$ cat src/fpac_pkg.sv
// constants and types for the flash program access control block
package fpac_pkg;
  // ****************************************
  // array geometry
  // ****************************************
  localparam logic [5:0] ROW_BYTES = 6'h20;
  localparam logic [13:0] ADDR_ONE = 14'h0001;
  localparam logic [13:0] EEPROM_LIMIT = 14'h0100;
  localparam logic [13:0] OPTION_LIMIT = 14'h0020;
  // boot sector size selected by the option byte, index 0 is the smallest
  localparam logic [3:0][13:0] SECT0_SIZE = {14'h1000, 14'h0800, 14'h0400, 14'h0200};
  localparam logic [1:0] SECT0_SEL_RESET = 2'h0;

  // ****************************************
  // address spaces of a request
  // ****************************************
  localparam logic [1:0] SPACE_FLASH = 2'h0;
  localparam logic [1:0] SPACE_OPTION = 2'h1;
  localparam logic [1:0] SPACE_EEPROM = 2'h2;

  // ****************************************
  // serial mode entry
  // ****************************************
  localparam logic [5:0] PULSES_STD = 6'h24;
  localparam logic [5:0] PULSES_OPT = 6'h26;
  localparam logic [5:0] PULSES_MAX = 6'h3F;
  localparam logic [2:0] BIT_LAST = 3'h7;
  localparam logic [7:0] BYTE_ONE = 8'h01;
  localparam logic [9:0] RAM_BASE = 10'h000;
  localparam logic [9:0] RAM_STEP = 10'h001;

  typedef enum logic [1:0] {
    PH_RUN,
    PH_LEN,
    PH_LOAD,
    PH_EXEC
  } fpac_phase_t;

  typedef struct packed {
    logic rst_n_s1;
    logic rst_n_s2;
    logic rst_n_d;
    logic clk_s1;
    logic clk_s2;
    logic clk_d;
    logic dat_s1;
    logic dat_s2;
    logic sock_s1;
    logic sock_s2;
    logic [5:0] pulse_cnt;
    fpac_phase_t ph;
    logic in_circuit_comm_mode;
    logic force_rc;
    logic [2:0] bit_cnt;
    logic [7:0] shreg;
    logic [7:0] load_left;
    logic [9:0] ram_ptr;
    logic [9:0] ram_addr;
    logic [7:0] ram_wdata;
    logic ram_we;
    logic run_ram;
    logic [13:0] sect0;
    logic arr_we;
    logic arr_erase;
    logic [13:0] arr_addr;
    logic [5:0] arr_len;
    logic [1:0] arr_space;
    logic deny;
  } fpac_state_t;
endpackage

$ cat src/fpac_top.sv
// flash program access control: mode detection, loader download, write gating
// Operation
// - erase and program go one byte at a time or up to 32 bytes of one row in one operation.
// - an operation never reaches past the sector it starts in, so other sectors stay intact.
// - the boot sector size comes from the option byte setting, not a fixed value.
// - in the programming socket both sectors, the option row and the data eeprom are writable.
// - in serial programming mode the same regions are writable as in the socket.
// - under firmware control only sector 1 and the data eeprom are writable, with the app running.
// - under firmware control every write or erase to sector 0 is blocked.
// - serial mode is entered only when the defined clock sequence is seen while reset pin is low.
// - on entering serial mode the reset vector points into system memory.
// - loader bytes shifted in on the data pin are stored in ram and then run from ram.
// - entry through the option-enabled variant forces the internal rc oscillator.
`timescale 1ns/1ps
`default_nettype none
module fpac_top (
  input wire logic mclk_i,
  input wire logic rst_i,
  input wire logic ext_reset_n_i,
  input wire logic serial_prog_clock_pin_i,
  input wire logic serial_prog_data_pin_i,
  input wire logic socket_mode_i,
  input wire logic [1:0] opt_sect0_sel_i,
  input wire logic opt_entry_en_i,
  input wire logic req_i,
  input wire logic req_erase_i,
  input wire logic [1:0] req_space_i,
  input wire logic [13:0] req_addr_i,
  input wire logic [5:0] req_len_i,
  output logic arr_we_o,
  output logic arr_erase_o,
  output logic [13:0] arr_addr_o,
  output logic [5:0] arr_len_o,
  output logic [1:0] arr_space_o,
  output logic deny_o,
  output logic [13:0] sect0_size_o,
  output logic in_circuit_comm_mode_o,
  output logic vector_sys_o,
  output logic force_rc_o,
  output logic ram_we_o,
  output logic [9:0] ram_addr_o,
  output logic [7:0] ram_wdata_o,
  output logic run_ram_o
);

  // ****************************************
  // state
  // ****************************************
  fpac_pkg::fpac_state_t st;
  fpac_pkg::fpac_state_t next_st;

  logic clk_rise;
  logic pin_release;
  logic entry_std;
  logic entry_opt;
  logic [6:0] row_end;
  logic [13:0] last_addr;
  logic first_s0;
  logic last_s0;
  logic fmt_ok;
  logic privileged;
  logic allowed;
  logic [7:0] byte_in;

  // ****************************************
  // request checks
  // ****************************************
  always_comb begin
    // seven bits, so a length up to 63 cannot wrap past the row check
    row_end = {2'b00, req_addr_i[4:0]} + {1'b0, req_len_i};
    last_addr = req_addr_i + {8'h00, req_len_i} - fpac_pkg::ADDR_ONE;
    first_s0 = req_addr_i < st.sect0;
    last_s0 = last_addr < st.sect0;
    fmt_ok = (req_len_i != 6'h00) && (row_end <= {1'b0, fpac_pkg::ROW_BYTES});
    if (req_space_i == fpac_pkg::SPACE_FLASH) begin
      fmt_ok = fmt_ok && (first_s0 == last_s0);
    end else if (req_space_i == fpac_pkg::SPACE_OPTION) begin
      fmt_ok = fmt_ok && (req_addr_i < fpac_pkg::OPTION_LIMIT);
    end else if (req_space_i == fpac_pkg::SPACE_EEPROM) begin
      fmt_ok = fmt_ok && (req_addr_i < fpac_pkg::EEPROM_LIMIT);
    end else begin
      fmt_ok = 1'b0;
    end
    // socket and serial modes share one set of rights
    privileged = st.sock_s2 || st.in_circuit_comm_mode;
    if (privileged) begin
      allowed = 1'b1;
    end else if (req_space_i == fpac_pkg::SPACE_EEPROM) begin
      allowed = 1'b1;
    end else if (req_space_i == fpac_pkg::SPACE_FLASH) begin
      allowed = !first_s0;
    end else begin
      allowed = 1'b0;
    end
  end

  // ****************************************
  // next state
  // ****************************************
  always_comb begin
    next_st = st;
    next_st.rst_n_s1 = ext_reset_n_i;
    next_st.rst_n_s2 = st.rst_n_s1;
    next_st.rst_n_d = st.rst_n_s2;
    next_st.clk_s1 = serial_prog_clock_pin_i;
    next_st.clk_s2 = st.clk_s1;
    next_st.clk_d = st.clk_s2;
    next_st.dat_s1 = serial_prog_data_pin_i;
    next_st.dat_s2 = st.dat_s1;
    next_st.sock_s1 = socket_mode_i;
    next_st.sock_s2 = st.sock_s1;
    next_st.sect0 = fpac_pkg::SECT0_SIZE[opt_sect0_sel_i];
    next_st.ram_we = 1'b0;
    next_st.arr_we = 1'b0;
    next_st.arr_erase = 1'b0;
    next_st.deny = 1'b0;
    clk_rise = st.clk_s2 && !st.clk_d;
    pin_release = st.rst_n_s2 && !st.rst_n_d;
    entry_opt = pin_release && opt_entry_en_i && (st.pulse_cnt == fpac_pkg::PULSES_OPT);
    entry_std = pin_release && (st.pulse_cnt == fpac_pkg::PULSES_STD);
    byte_in = {st.shreg[6:0], st.dat_s2};

    if (!st.rst_n_s2) begin
      // reset pin held by the tool: count clock pulses of the entry sequence
      next_st.in_circuit_comm_mode = 1'b0;
      next_st.force_rc = 1'b0;
      next_st.run_ram = 1'b0;
      next_st.ph = fpac_pkg::PH_RUN;
      next_st.bit_cnt = 3'h0;
      next_st.ram_ptr = fpac_pkg::RAM_BASE;
      if (st.rst_n_d) begin
        next_st.pulse_cnt = 6'h00;
      end else if (clk_rise && (st.pulse_cnt != fpac_pkg::PULSES_MAX)) begin
        next_st.pulse_cnt = st.pulse_cnt + 6'h01;
      end
    end else if (pin_release) begin
      if (entry_opt || entry_std) begin
        next_st.in_circuit_comm_mode = 1'b1;
        next_st.force_rc = entry_opt;
        next_st.ph = fpac_pkg::PH_LEN;
      end
    end else if (clk_rise && ((st.ph == fpac_pkg::PH_LEN) || (st.ph == fpac_pkg::PH_LOAD))) begin
      // msb first, one bit per rising clock edge
      next_st.shreg = byte_in;
      next_st.bit_cnt = st.bit_cnt + 3'h1;
      if (st.bit_cnt == fpac_pkg::BIT_LAST) begin
        if (st.ph == fpac_pkg::PH_LEN) begin
          next_st.load_left = byte_in;
          if (byte_in == 8'h00) begin
            next_st.ph = fpac_pkg::PH_EXEC;
            next_st.run_ram = 1'b1;
          end else begin
            next_st.ph = fpac_pkg::PH_LOAD;
          end
        end else begin
          next_st.ram_we = 1'b1;
          next_st.ram_wdata = byte_in;
          next_st.ram_addr = st.ram_ptr;
          next_st.ram_ptr = st.ram_ptr + fpac_pkg::RAM_STEP;
          next_st.load_left = st.load_left - fpac_pkg::BYTE_ONE;
          if (st.load_left == fpac_pkg::BYTE_ONE) begin
            next_st.ph = fpac_pkg::PH_EXEC;
            next_st.run_ram = 1'b1;
          end
        end
      end
    end

    if (req_i) begin
      if (fmt_ok && allowed) begin
        next_st.arr_we = 1'b1;
        next_st.arr_erase = req_erase_i;
        next_st.arr_addr = req_addr_i;
        next_st.arr_len = req_len_i;
        next_st.arr_space = req_space_i;
      end else begin
        next_st.deny = 1'b1;
      end
    end
  end

  always_ff @(posedge mclk_i or posedge rst_i) begin
    if (rst_i) begin
      // clock pin idles high, so its edge detector starts high too
      st <= '{rst_n_s1: 1'b1, rst_n_s2: 1'b1, rst_n_d: 1'b1, clk_s1: 1'b1, clk_s2: 1'b1,
              clk_d: 1'b1, ph: fpac_pkg::PH_RUN,
              sect0: fpac_pkg::SECT0_SIZE[fpac_pkg::SECT0_SEL_RESET], default: '0};
    end else begin
      st <= next_st;
    end
  end

  // ****************************************
  // outputs
  // ****************************************
  assign arr_we_o = st.arr_we;
  assign arr_erase_o = st.arr_erase;
  assign arr_addr_o = st.arr_addr;
  assign arr_len_o = st.arr_len;
  assign arr_space_o = st.arr_space;
  assign deny_o = st.deny;
  assign sect0_size_o = st.sect0;
  assign in_circuit_comm_mode_o = st.in_circuit_comm_mode;
  // the system memory vector stays selected for as long as serial mode lasts
  assign vector_sys_o = st.in_circuit_comm_mode;
  assign force_rc_o = st.force_rc;
  assign ram_we_o = st.ram_we;
  assign ram_addr_o = st.ram_addr;
  assign ram_wdata_o = st.ram_wdata;
  assign run_ram_o = st.run_ram;
endmodule // fpac_top
`default_nettype wire

$ cat config.mk
export PLATFORM = sky130hd
export DESIGN_NAME = fpac_top
export DESIGN_NICKNAME = d
export VERILOG_FILES = /design/src/fpac_pkg.sv /design/src/fpac_top.sv
export SDC_FILE = /design/constraint.sdc
export NUM_CORES = 1
export LEC_CHECK = 0
export BUFFER_PORTS_ARGS = -buffer_cell sky130_fd_sc_hd__buf_4
export CORE_MARGIN = 8
export CORE_UTILIZATION = 33
export DETAILED_ROUTE_END_ITERATION = 10
export GPL_TIMING_DRIVEN = 0
export HOLD_SLACK_MARGIN = 0.1
export PLACE_DENSITY = 0.55
export SYNTH_ARGS = -nofsm -noshare
export SYNTH_HDL_FRONTEND = slang
export SYNTH_SLANG_ARGS = --single-unit
$ cat constraint.sdc
create_clock -name mclk_i -period 4.3 [get_ports mclk_i]
set_input_delay 0.215 -clock mclk_i [delete_from_list [all_inputs] [get_ports mclk_i]]
set_output_delay 0.215 -clock mclk_i [all_outputs]
set_load 0.005 [all_outputs]
* Word-level counts from Yosys, hierarchy flattened
Index checks and enable logic that the tools add are counted.
** Storage, ports and cells
- Register bits after elaboration :: 108
- Input bits :: 33
- Output and inout port bits :: 62
- Word-level logic and storage cells :: 132
** Cells by class
- Add/subtract/negate cells :: 7
- Magnitude comparators :: 6
- Equality and inequality tests :: 22
- Muxes and demuxes :: 33
- Bitwise operators :: 3
- Reduce and logical (&&, ||, !) cells :: 32
** Operators with widths (number)
- $mux W49 :: 2
- $mux W38 :: 1
- $mux W29 :: 1
- $bmux W14 S2 :: 1
- $lt A14 B14 Y1 :: 2
- $mux W25 :: 1
- $mux W24 :: 1
- $add A14 B6 Y14 :: 1
- $lt A14 B6 Y1 const B :: 1
- $lt A14 B9 Y1 const B :: 1
- $mux W14 :: 1
- $sub A14 B1 Y14 const B :: 1
- $mux W1 :: 13
- $eq A6 B6 Y1 const B :: 2
- $logic_and A1 B1 Y1 :: 12
- $mux W2 :: 6
- $mux W6 :: 2
- $reduce_and A4 Y1 :: 3
- $add A10 B1 Y10 const B :: 1
- $mux W10 :: 1
- $reduce_and A5 Y1 :: 2
- $ne A3 B1 Y1 const B :: 3
- $eq A8 B1 Y1 const B :: 1
- $logic_not A8 Y1 :: 1
- other kinds (26) :: 42

* Depth between registers and ports, before layout
- Depth after elaboration :: 10
- Depth in mapped cells :: 19
- Mapped depth without buffers :: 18

* Worst setup path after synthesis
Ideal clock, no wire load.
- Path kind :: input to register
- Start point :: in req_addr_i[4]
- End point :: reg st (netlist bit arr_addr_o[10])
- Library setup time :: 125 ps
- Data arrival time :: 3738 ps
- Required time :: 4175 ps
- Slack :: 436 ps
- Stages :: 19
- Buffers on the path :: 1
- Cells stage by stage :: inv_1 -> ha_1 -> inv_1 -> ha_1 -> or3_1 -> o22ai_2 -> o21ai_2 -> a21oi_1 -> nor2b_1 -> nor2_1 -> xor2_1 -> ha_1 -> a21o_1 -> a21o_1 -> a21oi_1 -> nand4b_4 -> a31oi_4 -> buf_6 -> mux2_4
** On the way
- Longest elaborated chain between the ends :: 9
- Elaborated cells on any way between the ends :: 22
- Classes of those cells :: 3 x add/sub; 5 x order compare; 1 x eq/ne; 6 x mux; 7 x reduce/logical
** RTL lines
- start: declaration :: RTL line fpac_top.sv:28 : input wire logic [13:0] req_addr_i,
- parallel branches: the longest is 7 deep, another holds $add A14 B6 Y14
- $logic_and A1 B1 Y1 * :: RTL line fpac_top.sv:170 : if (fmt_ok && allowed) begin
- $reduce_and A2 Y1 (no line) *
- end signal: assignment :: RTL line fpac_top.sv:185 : st <= '{rst_n_s1: 1'b1, rst_n_s2: 1'b1, rst_n_d: 1'b1, clk_s1: 1'b1, clk_s2: 1'b1,
- end signal: assignment :: RTL line fpac_top.sv:189 : st <= next_st;
- end: declaration :: RTL line fpac_top.sv:49 : fpac_pkg::fpac_state_t st;
Mark *: on every way between the ends.
A chain may end at the register's enable or synchronous reset.

* Worst setup path after layout
- Start point :: in req_len_i[4]
- End point :: reg st (netlist bit arr_addr_o[3])
** On the way
- Longest elaborated chain between the ends :: 9
- Elaborated cells on any way between the ends :: 16
- Classes of those cells :: 3 x add/sub; 2 x order compare; 1 x eq/ne; 3 x mux; 7 x reduce/logical
** RTL lines
- start: declaration :: RTL line fpac_top.sv:29 : input wire logic [5:0] req_len_i,
- parallel branches: the longest is 6 deep, another holds $add A14 B6 Y14
- $mux W1 * :: RTL line fpac_top.sv:75 : if (req_space_i == fpac_pkg::SPACE_FLASH) begin
- $logic_and A1 B1 Y1 * :: RTL line fpac_top.sv:170
- $reduce_and A2 Y1 (no line) *
Marks and branches as above.

==> flow_metrics.tcl <==
set metrics [dict create \
    worstHoldStart "req_addr_i[5]" \
    synth_cell_types 69 \
    grt-ovfl-total 0 \
    fin_skew_ps 6.48 \
    path_max_fanout 10 \
    num-nets-final 750 \
    relSlewSlack 0.500 \
    rows 48 \
    final_antenna_net_count 0 \
    maxCapViolCount 0 \
    initial_utilization 0.332 \
    status "complete, no violations" \
    tightestPinTransition_ps 750 \
    clk_pin_slew_worst_paths_ps 70 \
    min_path_cells 2 \
    synth_ff_type "dfrtp_1" \
    fin_ws_ps 247 \
    holdPathEnd "arr_addr_o[5]" \
    ir_worst_vdd_uv 190 \
    wl_per_cell_um 13.4 \
    worstPathRequired_ps 4530 \
    finalHoldViolCount 0 \
    hold_path_class "in2reg" \
    holdWs_ps 115 \
    clock_latency_ps 350 \
    netlist_area_sq_um 5670 \
    path_class "in2reg" \
    clk_path_buf_depth 2 \
    dr.pass1.iters 7 \
    end_kind "flip-flop" \
    num_antenna_cells 0 \
    track_usage 0.116 \
    die_y_um 147 \
    drc 0 \
    finalWeightedCongestion 0.779 \
    clock_sinks 97 \
    grt_max_degree 61 \
    dpl.hpwl_um 9130 \
    fin_crit_sh 0.943 \
    leakage_nw 3.61 \
    avgSynthCellArea_sq_um 10.2 \
    ys_ff_latch 97 \
    rsz0062_at_grt "no" \
    fin_crit_ps 4050 \
    synth-edff-count 0 \
    die_w_um 147 \
    place_ws_ps -212 \
    worstReg2RegStart "st[105]" \
    ys_warn_count 0 \
    antenna_found_initial 0 \
    netlist_instances 557 \
    arrival_ps 4280 \
    ys_seq_area_frac 0.430 \
    grt_pass1_wl_um 20700 \
    grt_pass1_vias 4366 \
    synthArstFlopShare 1.00 \
    finalSetupTns_ps 0 \
    clock_tree.root_cell "clkbuf_16" \
    io_buffers 84 \
    drt_first_iter_violations 130 \
    drive_gt1_frac 0.304 \
    setup_viol 0 \
    via_count 4125 \
    core_sq_um 17100 \
    cts_buffers 9 \
    rr_worst_depth 9 \
    ios 95 \
    utilization 0.412 \
    slew_viol_final 0 \
    r2r-end "ram_wdata_o[0]" \
    htreeDepth 3 \
    max_freq_mhz 247 \
    worst_setup_path_start_kind "input port" \
    syn2layout_area_growth_pct 24.0 \
    cts_resized 0 \
    fillers 1705 \
    via_per_inst 4.57 \
    p_per_area_nw_per_um2 336 \
    dieArea_sq_um 21600 \
    r2r_setup_slack_ps 1350 \
    wl_um 12100 \
    cts_tree "yes" \
]
## placed cells by master (no fill, tap or decap), drive strengths merged, types with 7 or more instances in the layout
| cell type | instances |
|---|---|
| buf | 144 |
| dfrtp | 90 |
| nand2 | 70 |
| inv | 51 |
| ha | 43 |
| mux2 | 27 |
| nor2 | 26 |
| o21ai | 25 |
| clkbuf | 21 |
| and2 | 14 |
| a21oi | 12 |
| xnor2 | 11 |
| conb | 10 |
| dlygate4sd3 | 10 |
| nor2b | 9 |
| nand3 | 8 |
| dfstp | 7 |
## state kept, by name (all words and copies together) (netlist names)
register and flops:
arr_erase_o 1, arr_len_o 6, byte_in 8, in_circuit_comm_mode_o 1, force_rc_o 1, ram_wdata_o 8, ram_we_o 1, arr_addr_o 14
run_ram_o 1, deny_o 1, arr_we_o 1, sect0_size_o 4, next_st 6, ram_addr_o 10, st 32, arr_space_o 2
## per-layer routing
metal | part of all wire | GRT usage | vias to the layer above
met5 | 0 | 0 | -
met4 | 0.013 | 0.0423 | 0
met3 | 0.049 | 0.0341 | 12
met2 | 0.49 | 0.197 | 85
met1 | 0.44 | 0.136 | 1981
li1 | - | - | 2047
## worst max-delay path, stage by stage
cell and delay (ps):
buf_4 100, inv_1 40, ha_1 370, inv_1 70
ha_1 210, or3_1 380, o22ai_2 250, o21ai_2 130
a21oi_1 270, nor2b_1 80, nor2_1 120, xor2_1 170
ha_1 270, a21o_1 170, a21o_1 220, a21oi_1 220
nand4b_4 170, a31oi_4 270, buf_6 230, mux2_4 320
## stage by stage
step,instance area [sq um],power [W],std cells
finish,7030,0.00236,903
global route,7030,0.00249,903
CTS,7020,0.00240,902
detailed placement,6630,0.00160,876
global placement,6610,0.00159,875
floorplan,5700,0.00140,566
## cell usage after synthesis (3+ instances only)
| library cell | count | area share |
|---|---|---|
| a21o_1 | 6 | 0.0079 |
| a21oi_1 | 12 | 0.011 |
| a22oi_1 | 3 | 0.0040 |
| a31oi_1 | 3 | 0.0033 |
| and2_1 | 13 | 0.014 |
| and3_1 | 3 | 0.0033 |
| buf_4 | 55 | 0.073 |
| clkbuf_1 | 9 | 0.0060 |
| dfrtp_1 | 90 | 0.40 |
| dfstp_2 | 7 | 0.032 |
| ha_1 | 43 | 0.095 |
| inv_1 | 51 | 0.034 |
| mux2_2 | 9 | 0.018 |
| mux2_4 | 18 | 0.048 |
| mux2i_1 | 3 | 0.0053 |
| nand2_1 | 70 | 0.046 |
| nand2b_1 | 6 | 0.0066 |
| nand3_1 | 8 | 0.0071 |
| nand4_1 | 4 | 0.0044 |
| nor2_1 | 26 | 0.017 |
| nor2b_1 | 9 | 0.0099 |
| nor3_1 | 5 | 0.0044 |
| nor3b_1 | 5 | 0.0066 |
| nor4_1 | 5 | 0.0055 |
| o21a_1 | 3 | 0.0040 |
| o21ai_0 | 22 | 0.019 |
| o22ai_1 | 3 | 0.0033 |
| o31a_1 | 3 | 0.0046 |
| xnor2_1 | 11 | 0.017 |
| xor2_1 | 4 | 0.0062 |
## where the power goes
group          internal [W]  switching [W]
Combinational      0.000338       0.000212
Clock              0.000423       0.000351
Sequential         0.000990      0.0000453
Total               0.00175       0.000609
## how the worst max path moves through the flow
stage                          end  depth (start not counted)           from
floorplan           arr_addr_o[10]                         19  req_addr_i[4]
global placement     arr_addr_o[9]                         20   req_len_i[4]
detailed placement   arr_addr_o[3]                         20   req_len_i[4]
CTS                  arr_addr_o[5]                         20   req_len_i[4]
global route         arr_addr_o[3]                         20   req_len_i[4]
finish               arr_addr_o[3]                         20   req_len_i[4]
## layout make-up
cell class | count | area [sq um] | share of cell area
Multi-Input combinational cell | 350 | 2590 | 0.369
Buffer | 67 | 473 | 0.0673
Sequential cell | 97 | 2440 | 0.347
Timing Repair Buffer | 96 | 758 | 0.108
Inverter | 52 | 198 | 0.0281
Clock buffer | 12 | 256 | 0.0365
Tap cell | 225 | 282 | 0.0401
Clock inverter | 4 | 27.5 | 0.00392
## kinds of logic after synthesis
group	synth area share
AOI/OAI and AO/OA	0.118
xor gates and xnor gates	0.0232
adders and majority gates	0.0985
buffers and inverters	0.118
DFF	0.430
muxes	0.0709
other	0.000662
and+or+nand+nor	0.141
## timing repair
action                                 CTS  global route
buffers inserted                         0             1
endpoints found under the hold margin   68             0
hold buffers                            10             0
setup endpoints to repair                0            18
No activity file was read; power rests on OpenSTA's default activity.
